### src/rtl/sfl_params.svh
`ifndef SFL_PARAMS_SVH
`define SFL_PARAMS_SVH

// Command codes
`define SFL_CMD_SETUP     8'h21
`define SFL_CMD_JUMP      8'h22
`define SFL_CMD_CHUNK     8'h24
`define SFL_CMD_RESTART   8'h25

// Answer bytes
`define SFL_ACK           8'hCC
`define SFL_NAK           8'h33

// Packet lengths, size and sum bytes included
`define SFL_LEN_SETUP     8'h0B
`define SFL_LEN_JUMP      8'h07
`define SFL_LEN_RESTART   8'h03
`define SFL_LEN_CHUNK_MIN 8'h04
`define SFL_LEN_MAX       8'h0B
`define SFL_LEN_HDR       8'h02
`define SFL_LEN_MIN       8'h03

// Stored data bytes: command plus eight
`define SFL_BUF_BYTES     9
`define SFL_BUF_LAST      4'h8

`endif

### src/rtl/sfl_pkg.sv
package sfl_pkg;
  typedef enum logic [1:0] {
    SFL_HUNT,
    SFL_SUM,
    SFL_DATA
  } sfl_asm_state_type;

  typedef enum logic [2:0] {
    SFL_IDLE,
    SFL_ERASE,
    SFL_PROG,
    SFL_ANSWER
  } sfl_cmd_state_type;

  typedef enum logic [1:0] {
    SFL_ACT_NONE,
    SFL_ACT_RUN,
    SFL_ACT_RST
  } sfl_act_type;
endpackage

### src/rtl/sfl_pkt_if.sv
`timescale 1ns/10ps
interface sfl_pkt_if;
  logic       pkt_valid;
  logic       pkt_good;
  logic [7:0] pkt_len;
  logic [7:0] pkt_data [0:8];
  logic       busy;

  modport asm_mp (output pkt_valid, output pkt_good, output pkt_len, output pkt_data, input busy);
  modport cmd_mp (input pkt_valid, input pkt_good, input pkt_len, input pkt_data, output busy);
endinterface

### src/rtl/sfl_assembler.sv
`timescale 1ns/10ps
`include "sfl_params.svh"
module sfl_assembler
  import sfl_pkg::*;
(
  // Clock and reset
  input  wire logic       clk_i,
  input  wire logic       resetn_i,
  // Received byte stream
  input  wire logic       rx_valid_i,
  input  wire logic [7:0] rx_byte_i,
  // Packet towards the interpreter
  sfl_pkt_if.asm_mp       pkt
);
  sfl_asm_state_type state_r, state_nxt;
  logic [7:0] len_r, len_nxt;
  logic [7:0] sum_r, sum_nxt;
  logic [7:0] acc_r, acc_nxt;
  logic [7:0] cnt_r, cnt_nxt;
  logic       valid_r, valid_nxt;
  logic       good_r, good_nxt;
  logic [7:0] buf_r   [0:8];
  logic [7:0] buf_nxt [0:8];

  always_comb begin
    state_nxt = state_r;
    len_nxt   = len_r;
    sum_nxt   = sum_r;
    acc_nxt   = acc_r;
    cnt_nxt   = cnt_r;
    valid_nxt = 1'b0;
    good_nxt  = good_r;
    buf_nxt   = buf_r;
    case (state_r)
      SFL_HUNT: begin
        // Zero padding is dropped; bytes during a busy command are lost
        if (rx_valid_i && rx_byte_i != 8'h00 && !pkt.busy) begin
          len_nxt   = rx_byte_i;
          state_nxt = SFL_SUM;
        end
      end
      SFL_SUM: begin
        if (rx_valid_i) begin
          sum_nxt = rx_byte_i;
          acc_nxt = 8'h00;
          cnt_nxt = 8'h00;
          if (len_r < `SFL_LEN_MIN) begin
            valid_nxt = 1'b1;
            good_nxt  = 1'b0;
            state_nxt = SFL_HUNT;
          end else begin
            state_nxt = SFL_DATA;
          end
        end
      end
      SFL_DATA: begin
        if (rx_valid_i) begin
          if (cnt_r < 8'(`SFL_BUF_BYTES))
            buf_nxt[cnt_r[3:0]] = rx_byte_i;
          acc_nxt = acc_r + rx_byte_i;
          cnt_nxt = cnt_r + 8'h01;
          if (cnt_r + `SFL_LEN_HDR + 8'h01 == len_r) begin
            valid_nxt = 1'b1;
            good_nxt  = (8'(acc_r + rx_byte_i) == sum_r) && (len_r <= `SFL_LEN_MAX);
            state_nxt = SFL_HUNT;
          end
        end
      end
      default: state_nxt = SFL_HUNT;
    endcase
  end

  always_ff @(posedge clk_i or negedge resetn_i) begin
    if (!resetn_i) begin
      state_r <= SFL_HUNT;
      len_r   <= 8'h00;
      sum_r   <= 8'h00;
      acc_r   <= 8'h00;
      cnt_r   <= 8'h00;
      valid_r <= 1'b0;
      good_r  <= 1'b0;
      for (int i = 0; i < `SFL_BUF_BYTES; i++) buf_r[i] <= 8'h00;
    end else begin
      state_r <= state_nxt;
      len_r   <= len_nxt;
      sum_r   <= sum_nxt;
      acc_r   <= acc_nxt;
      cnt_r   <= cnt_nxt;
      valid_r <= valid_nxt;
      good_r  <= good_nxt;
      buf_r   <= buf_nxt;
    end
  end

  assign pkt.pkt_valid = valid_r;
  assign pkt.pkt_good  = good_r;
  assign pkt.pkt_len   = len_r;
  assign pkt.pkt_data  = buf_r;
endmodule

### src/rtl/sfl_cmd.sv
`timescale 1ns/10ps
`include "sfl_params.svh"
module sfl_cmd
  import sfl_pkg::*;
(
  // Clock and reset
  input  wire logic        clk_i,
  input  wire logic        resetn_i,
  // Received bytes from the serial link
  input  wire logic        rx_valid_i,
  input  wire logic [7:0]  rx_byte_i,
  // Answer byte to the serial link
  output logic             tx_valid_o,
  output logic [7:0]       tx_byte_o,
  input  wire logic        tx_ready_i,
  // Flash erase
  output logic             erase_req_o,
  output logic [31:0]      erase_addr_o,
  output logic [31:0]      erase_len_o,
  input  wire logic        erase_done_i,
  input  wire logic        erase_err_i,
  // Flash byte program
  output logic             prog_req_o,
  output logic [31:0]      prog_addr_o,
  output logic [7:0]       prog_data_o,
  input  wire logic        prog_done_i,
  input  wire logic        prog_err_i,
  // Execution control
  output logic             run_o,
  output logic [31:0]      run_addr_o,
  output logic             sw_reset_o
);
  sfl_pkt_if pkt ();

  sfl_assembler u_asm (
    .clk_i      (clk_i),
    .resetn_i   (resetn_i),
    .rx_valid_i (rx_valid_i),
    .rx_byte_i  (rx_byte_i),
    .pkt        (pkt)
  );

  sfl_cmd_state_type state_r, state_nxt;
  sfl_act_type       act_r, act_nxt;
  logic [31:0] wr_addr_r, wr_addr_nxt;
  logic [31:0] remain_r, remain_nxt;
  logic [31:0] rem_work_r, rem_work_nxt;
  logic        chunk_ok_r, chunk_ok_nxt;
  logic [3:0]  idx_r, idx_nxt;
  logic [3:0]  nbytes_r, nbytes_nxt;
  logic        tx_valid_nxt;
  logic [7:0]  tx_byte_nxt;
  logic        erase_req_nxt;
  logic [31:0] erase_addr_nxt, erase_len_nxt;
  logic        prog_req_nxt;
  logic [31:0] prog_addr_nxt;
  logic [7:0]  prog_data_nxt;
  logic        run_nxt;
  logic [31:0] run_addr_nxt;
  logic        sw_reset_nxt;
  logic [7:0]  cmd;
  logic [31:0] word_a, word_b;

  assign pkt.busy = (state_r != SFL_IDLE);
  assign cmd      = pkt.pkt_data[0];
  // Parameters arrive most significant byte first
  assign word_a   = {pkt.pkt_data[1], pkt.pkt_data[2], pkt.pkt_data[3], pkt.pkt_data[4]};
  assign word_b   = {pkt.pkt_data[5], pkt.pkt_data[6], pkt.pkt_data[7], pkt.pkt_data[8]};

  always_comb begin
    state_nxt      = state_r;
    act_nxt        = act_r;
    wr_addr_nxt    = wr_addr_r;
    remain_nxt     = remain_r;
    rem_work_nxt   = rem_work_r;
    chunk_ok_nxt   = chunk_ok_r;
    idx_nxt        = idx_r;
    nbytes_nxt     = nbytes_r;
    tx_byte_nxt    = tx_byte_o;
    erase_req_nxt  = erase_req_o;
    erase_addr_nxt = erase_addr_o;
    erase_len_nxt  = erase_len_o;
    prog_req_nxt   = prog_req_o;
    prog_addr_nxt  = prog_addr_o;
    prog_data_nxt  = prog_data_o;
    run_nxt        = 1'b0;
    run_addr_nxt   = run_addr_o;
    sw_reset_nxt   = 1'b0;
    case (state_r)
      SFL_IDLE: begin
        if (pkt.pkt_valid) begin
          tx_byte_nxt  = `SFL_NAK;
          act_nxt      = SFL_ACT_NONE;
          chunk_ok_nxt = 1'b0;
          state_nxt    = SFL_ANSWER;
          if (pkt.pkt_good) begin
            case (cmd)
              `SFL_CMD_SETUP: begin
                if (pkt.pkt_len == `SFL_LEN_SETUP) begin
                  wr_addr_nxt    = word_a;
                  remain_nxt     = word_b;
                  erase_addr_nxt = word_a;
                  erase_len_nxt  = word_b;
                  erase_req_nxt  = 1'b1;
                  state_nxt      = SFL_ERASE;
                end
              end
              `SFL_CMD_CHUNK: begin
                if (chunk_ok_r && pkt.pkt_len >= `SFL_LEN_CHUNK_MIN && pkt.pkt_len <= `SFL_LEN_MAX) begin
                  nbytes_nxt    = 4'(pkt.pkt_len - `SFL_LEN_MIN);
                  idx_nxt       = 4'h0;
                  prog_addr_nxt = wr_addr_r;
                  rem_work_nxt  = remain_r;
                  chunk_ok_nxt  = 1'b1;
                  state_nxt     = SFL_PROG;
                end
              end
              `SFL_CMD_JUMP: begin
                if (pkt.pkt_len == `SFL_LEN_JUMP) begin
                  tx_byte_nxt  = `SFL_ACK;
                  run_addr_nxt = word_a;
                  act_nxt      = SFL_ACT_RUN;
                end
              end
              `SFL_CMD_RESTART: begin
                if (pkt.pkt_len == `SFL_LEN_RESTART) begin
                  tx_byte_nxt = `SFL_ACK;
                  act_nxt     = SFL_ACT_RST;
                end
              end
              default: tx_byte_nxt = `SFL_NAK;
            endcase
          end
        end
      end
      SFL_ERASE: begin
        if (erase_done_i) begin
          erase_req_nxt = 1'b0;
          tx_byte_nxt   = erase_err_i ? `SFL_NAK : `SFL_ACK;
          chunk_ok_nxt  = !erase_err_i;
          state_nxt     = SFL_ANSWER;
        end
      end
      SFL_PROG: begin
        if (!prog_req_o && (idx_r == nbytes_r || rem_work_r == 32'h0)) begin
          wr_addr_nxt = prog_addr_o;
          remain_nxt  = rem_work_r;
          tx_byte_nxt = `SFL_ACK;
          state_nxt   = SFL_ANSWER;
        end else if (!prog_req_o) begin
          prog_req_nxt  = 1'b1;
          prog_data_nxt = pkt.pkt_data[4'(idx_r + 4'h1)];
        end else if (prog_done_i) begin
          prog_req_nxt = 1'b0;
          if (prog_err_i) begin
            // Nothing committed, so the host resends the same chunk
            tx_byte_nxt = `SFL_NAK;
            state_nxt   = SFL_ANSWER;
          end else begin
            prog_addr_nxt = prog_addr_o + 32'h1;
            rem_work_nxt  = rem_work_r - 32'h1;
            idx_nxt       = idx_r + 4'h1;
          end
        end
      end
      SFL_ANSWER: begin
        if (tx_ready_i) begin
          // Action only after the answer byte has left
          run_nxt      = (act_r == SFL_ACT_RUN);
          sw_reset_nxt = (act_r == SFL_ACT_RST);
          act_nxt      = SFL_ACT_NONE;
          state_nxt    = SFL_IDLE;
        end
      end
      default: state_nxt = SFL_IDLE;
    endcase
    tx_valid_nxt = (state_nxt == SFL_ANSWER);
  end

  always_ff @(posedge clk_i or negedge resetn_i) begin
    if (!resetn_i) begin
      state_r      <= SFL_IDLE;
      act_r        <= SFL_ACT_NONE;
      wr_addr_r    <= 32'h0;
      remain_r     <= 32'h0;
      rem_work_r   <= 32'h0;
      chunk_ok_r   <= 1'b0;
      idx_r        <= 4'h0;
      nbytes_r     <= 4'h0;
      tx_valid_o   <= 1'b0;
      tx_byte_o    <= 8'h00;
      erase_req_o  <= 1'b0;
      erase_addr_o <= 32'h0;
      erase_len_o  <= 32'h0;
      prog_req_o   <= 1'b0;
      prog_addr_o  <= 32'h0;
      prog_data_o  <= 8'h00;
      run_o        <= 1'b0;
      run_addr_o   <= 32'h0;
      sw_reset_o   <= 1'b0;
    end else begin
      state_r      <= state_nxt;
      act_r        <= act_nxt;
      wr_addr_r    <= wr_addr_nxt;
      remain_r     <= remain_nxt;
      rem_work_r   <= rem_work_nxt;
      chunk_ok_r   <= chunk_ok_nxt;
      idx_r        <= idx_nxt;
      nbytes_r     <= nbytes_nxt;
      tx_valid_o   <= tx_valid_nxt;
      tx_byte_o    <= tx_byte_nxt;
      erase_req_o  <= erase_req_nxt;
      erase_addr_o <= erase_addr_nxt;
      erase_len_o  <= erase_len_nxt;
      prog_req_o   <= prog_req_nxt;
      prog_addr_o  <= prog_addr_nxt;
      prog_data_o  <= prog_data_nxt;
      run_o        <= run_nxt;
      run_addr_o   <= run_addr_nxt;
      sw_reset_o   <= sw_reset_nxt;
    end
  end
endmodule

### config.mk
export PLATFORM = sky130hd
export DESIGN_NAME = sfl_cmd
export DESIGN_NICKNAME = d
export VERILOG_FILES = /design/src/rtl/sfl_pkg.sv /design/src/rtl/sfl_pkt_if.sv /design/src/rtl/sfl_assembler.sv /design/src/rtl/sfl_cmd.sv
export VERILOG_INCLUDE_DIRS = /design/src /design/src/rtl
export SDC_FILE = /design/constraint.sdc
export NUM_CORES = 1
export LEC_CHECK = 0
export ABC_AREA = 1
export BUFFER_PORTS_ARGS = -buffer_cell sky130_fd_sc_hd__buf_4
export CAP_MARGIN = 20
export CORE_MARGIN = 2
export CORE_UTILIZATION = 34
export CTS_BUF_LIST = sky130_fd_sc_hd__clkbuf_2 sky130_fd_sc_hd__clkbuf_4 sky130_fd_sc_hd__clkbuf_8
export DETAILED_ROUTE_END_ITERATION = 16
export MAX_ROUTING_LAYER = met4
export PLACE_DENSITY = 0.62
export RECOVER_POWER = 50
export SLEW_MARGIN = 5
export SYNTH_ARGS = -nofsm -noshare
export SYNTH_HDL_FRONTEND = slang
export SYNTH_SLANG_ARGS = --single-unit
### constraint.sdc
create_clock -name clk_i -period 2.5 [get_ports clk_i]
set_input_delay 0.375 -clock clk_i [delete_from_list [all_inputs] [get_ports clk_i]]
set_output_delay 0.375 -clock clk_i [all_outputs]
set_load 0.01 [all_outputs]
==> results.sh <==
export IMPL_clkLatencyLatePin_ns=0.65
export IMPL_rows=85
export IMPL_overflow=0
export IMPL_synth_warnings=0
export IMPL_ant_nets=0
export IMPL_setup_worst_path_start_class="register"
export IMPL_tightest_slew_ns=1.77
export IMPL_clock_skew_ns=0.0382
export IMPL_synth_area_leaders="dfrtp_1 (49%), nand2_1 (15%), o21ai_0 (11%)"
export IMPL_critPathBufInv=1
export IMPL_synth_cell_types=50
export IMPL_fin_crit_ns=2.33
export IMPL_max_slew_margin_rel_pct=-18.0
export IMPL_grt_pass1_vias=16000
export IMPL_maxClockFrequency_mhz=429
export IMPL_timing_max_cap_violations=1
export IMPL_min_path_type="in2reg"
export IMPL_worst_path_stages=9
export IMPL_cp_cell_sequence="or2_1, nor3_1, nand4_1, nand2_1, nand2_1, nand2_2, nand2_2, buf_12, o21ai_0"
export IMPL_cts_root_buf="clkbuf_8"
export IMPL_regArea_mm2=0.00903
export IMPL_place_area_mm2=0.0205
export IMPL_crit_family="simple AND/OR/NAND/NOR gates"
export IMPL_syn_area_mm2=0.0183
export IMPL_final_cells=3307
export IMPL_utilization_pct=40.8
export IMPL_power_mw=24.3
export IMPL_crit_arrival_ns=2.87
export IMPL_cts_num_sinks=361
export IMPL_grt_start_max_net_pins=146
export IMPL_hold_viol=0
export IMPL_insertedDiodeCount=0
export IMPL_cts_path_max_buffers=3
export IMPL_rsz0062_at_grt="no"
export IMPL_async_flop_share_pct=100
export IMPL_port_buffers=164
export IMPL_drt_initial_drc_count=1619
export IMPL_rr_worst_depth=9
export IMPL_run_status="finished with violations"
export IMPL_coreArea_mm2=0.0535
export IMPL_stdcell_area_mm2=0.0218
export IMPL_whs_path_depth=3
export IMPL_finalCritPeriodShare_pct=93.3
export IMPL_endpoint_kind="register"
export IMPL_wl_per_cell_um=17.3
export IMPL_multi_input_area_mm2=0.00791
export IMPL_hpwl_mm=40.4
export IMPL_ios=165
export IMPL_critPathKind="reg2reg"
export IMPL_place_congestion=0.953
export IMPL_start_util_pct=34.2
export IMPL_drv_slew=26
export IMPL_dr_pass1_iters=6
export IMPL_drc_errors=0
export IMPL_nFillCells=5448
export IMPL_yosys_area_top_type="dfrtp_1"
export IMPL_nNetsFinal=2594
export IMPL_p_leak_nw=10.3
export IMPL_crit_fanout=85
export IMPL_ys_flop_type="dfrtp_1"
export IMPL_yosys_register_bits=361
export IMPL_grt_pass1_wl_mm=90.1
export IMPL_synthToLayoutAreaGrowth_pct=19.3
export IMPL_cts_tree="yes"
export IMPL_crit_required_ns=3.04
export IMPL_antenna_found_initial=0
export IMPL_die_w_um=236
export IMPL_dieArea_mm2=0.0557
export IMPL_violations="max-capacitance violations, max-slew violations"
export IMPL_worst_path_max_delay_cell="dfrtp_1"
export IMPL_avgViaCountPerCell=5.06
export IMPL_synth_top_area_share_pct=49.3
export IMPL_cts_setup_buffers=0
export IMPL_yosysSeqAreaShare_pct=49.3
export IMPL_vdd_drop_max_mv=0.504
export IMPL_via_count=16700
export IMPL_h_tree_depth=3
export IMPL_setup_viol=0
export IMPL_drive_gt1_share_pct=11.8
export IMPL_die_h_um=236
export IMPL_slowest_delay_ns=0.43
export IMPL_numCtsBuffers=66
export IMPL_setup_tns_ns=0
export IMPL_postSynthNetCount=2416
export IMPL_syn_inst=2379
export IMPL_synth_edff_count=0
export IMPL_path_clk_slew_ns=0.06
export IMPL_avgSynthCellArea_um2=7.69
export IMPL_wl_mm=57.2
export IMPL_placed_cells=3176
export IMPL_grt_use_total_pct=21.1
export IMPL_cellPowerDensity_mw_per_mm2=1110
-- power by group --
group | internal (mW) | leakage (nW) | switching (mW)
combinational | 3.18 | 4.63 | 6.04
clock | 3.68 | 0.786 | 2.63
sequential | 7.28 | 4.92 | 1.51
total | 14.1 | 10.3 | 10.2
-- placed cells by master (no fill, tap or decap), drive strengths merged, types with 9 or more instances in the layout --
cell           n
nand4         23
nand2        736
o21ai        406
ha            20
xnor2          9
nor2         143
nand3        152
buf          157
clkinv        13
o211ai        17
inv          216
xor2          20
clkbuf       169
a21oi         56
dlygate4sd3    9
dfrtp        361
nor3          41
-- final cells by class --
type                            instances  area share, %
Sequential cell                       361           41.4
Clock inverter                         18          0.854
Multi-Input combinational cell       1678           36.2
Clock buffer                          104           6.01
Inverter                              218           3.75
Timing Repair Buffer                  232           7.84
Tap cell                              696           3.99
-- worst reg2reg max path, delay by kind of cell (launching register included) --
| kind | cells | cell delay (ns) |
|---|---|---|
| buffers and inverters | 1 | 0.20 |
| flip-flops | 1 | 0.43 |
| AO/OA/AOI/OAI | 1 | 0.35 |
| AND/OR/NAND/NOR | 7 | 1.28 |
-- repair_timing --
action / in CTS / in global routing
hold buffers: 9 / 0
resized for setup: 0 / 0
hold endpoints to repair: 81 / 0
-- layer usage --
layer	share of wire, %	up-vias	global-route usage, %	wire [µm]
li1	-	8105	-	-
met1	44	8001	27.4	25200
met2	47	541	33.4	27100
met3	6.0	97	3.60	3430
met4	2.5	0	7.37	1450
met5	0	-	-	0
-- cell families after synthesis --
| kind of cell | after synthesis | share of synthesized area (%) |
|---|---|---|
| muxes | 10 | 0.581 |
| AOI/OAI and AO/OA | 498 | 14.3 |
| other | 1 | 0.0205 |
| xor gates and xnor gates | 29 | 1.39 |
| buffers and inverters | 340 | 7.59 |
| adders and majority gates | 21 | 1.48 |
| DFF | 361 | 49.3 |
| and+or+nand+nor | 1119 | 25.3 |
-- flip-flops by register name, summed over array words and instances, names as in the netlist, 2 cells and up --
signal	cells
rem_work_r	32
u_asm.pkt.pkt_len	8
prog_data_o	8
act_r	2
u_asm.sum_r	8
run_addr_o	32
nbytes_r	4
prog_addr_o	32
idx_r	4
wr_addr_r	32
remain_r	32
u_asm.acc_r	8
tx_byte_o	2
u_asm.cnt_r	8
state_r	3
erase_addr_o	32
u_asm.pkt.pkt_data	72
erase_len_o	32
u_asm.state_r	2
-- through the flow --
| stage | setup slack [ns] | hold WS (ns) |
|---|---|---|
| after floorplan | 0.559 | 0.0794 |
| after global placement | 0.331 | 0.274 |
| after detailed placement | 0.239 | 0.274 |
| after CTS | 0.206 | 0.0259 |
| after global routing | 0.0248 | 0.0656 |
| final | 0.168 | 0.0820 |
-- cells in the mapped netlist, types with 3 or more instances --
library cell	count
nor4_1	6
nand3_2	3
mux2_2	5
buf_4	8
nor3b_1	4
nand2_1	734
buf_6	6
clkinv_1	4
nor3_1	41
inv_1	210
nand3_1	149
nand3b_1	8
inv_2	4
buf_2	29
dfrtp_1	361
o21ai_2	4
o21ai_1	10
o21bai_1	3
xor2_1	20
o211ai_1	17
nand4_1	22
a21oi_1	53
mux2i_1	5
xnor2_1	9
nor2_1	139
o21ai_0	392
o22ai_1	5
ha_1	20
clkbuf_1	76
-- path summary, 6_finish.rpt --
kind / from / endpoint / slack, ns
min in group asynchronous: resetn_i / wr_addr_r[29] / 0.88
worst max-delay path: rem_work_r[20] / wr_addr_r[1] / 0.17
max in group asynchronous: resetn_i / run_addr_o[9] / 0.40
worst min-delay path: erase_err_i / chunk_ok_r / 0.08
worst min register to register: wr_addr_r[0] / wr_addr_r[0] / 0.47
worst max register to register: rem_work_r[20] / wr_addr_r[1] / 0.17
(Power assumes the default switching activity.)
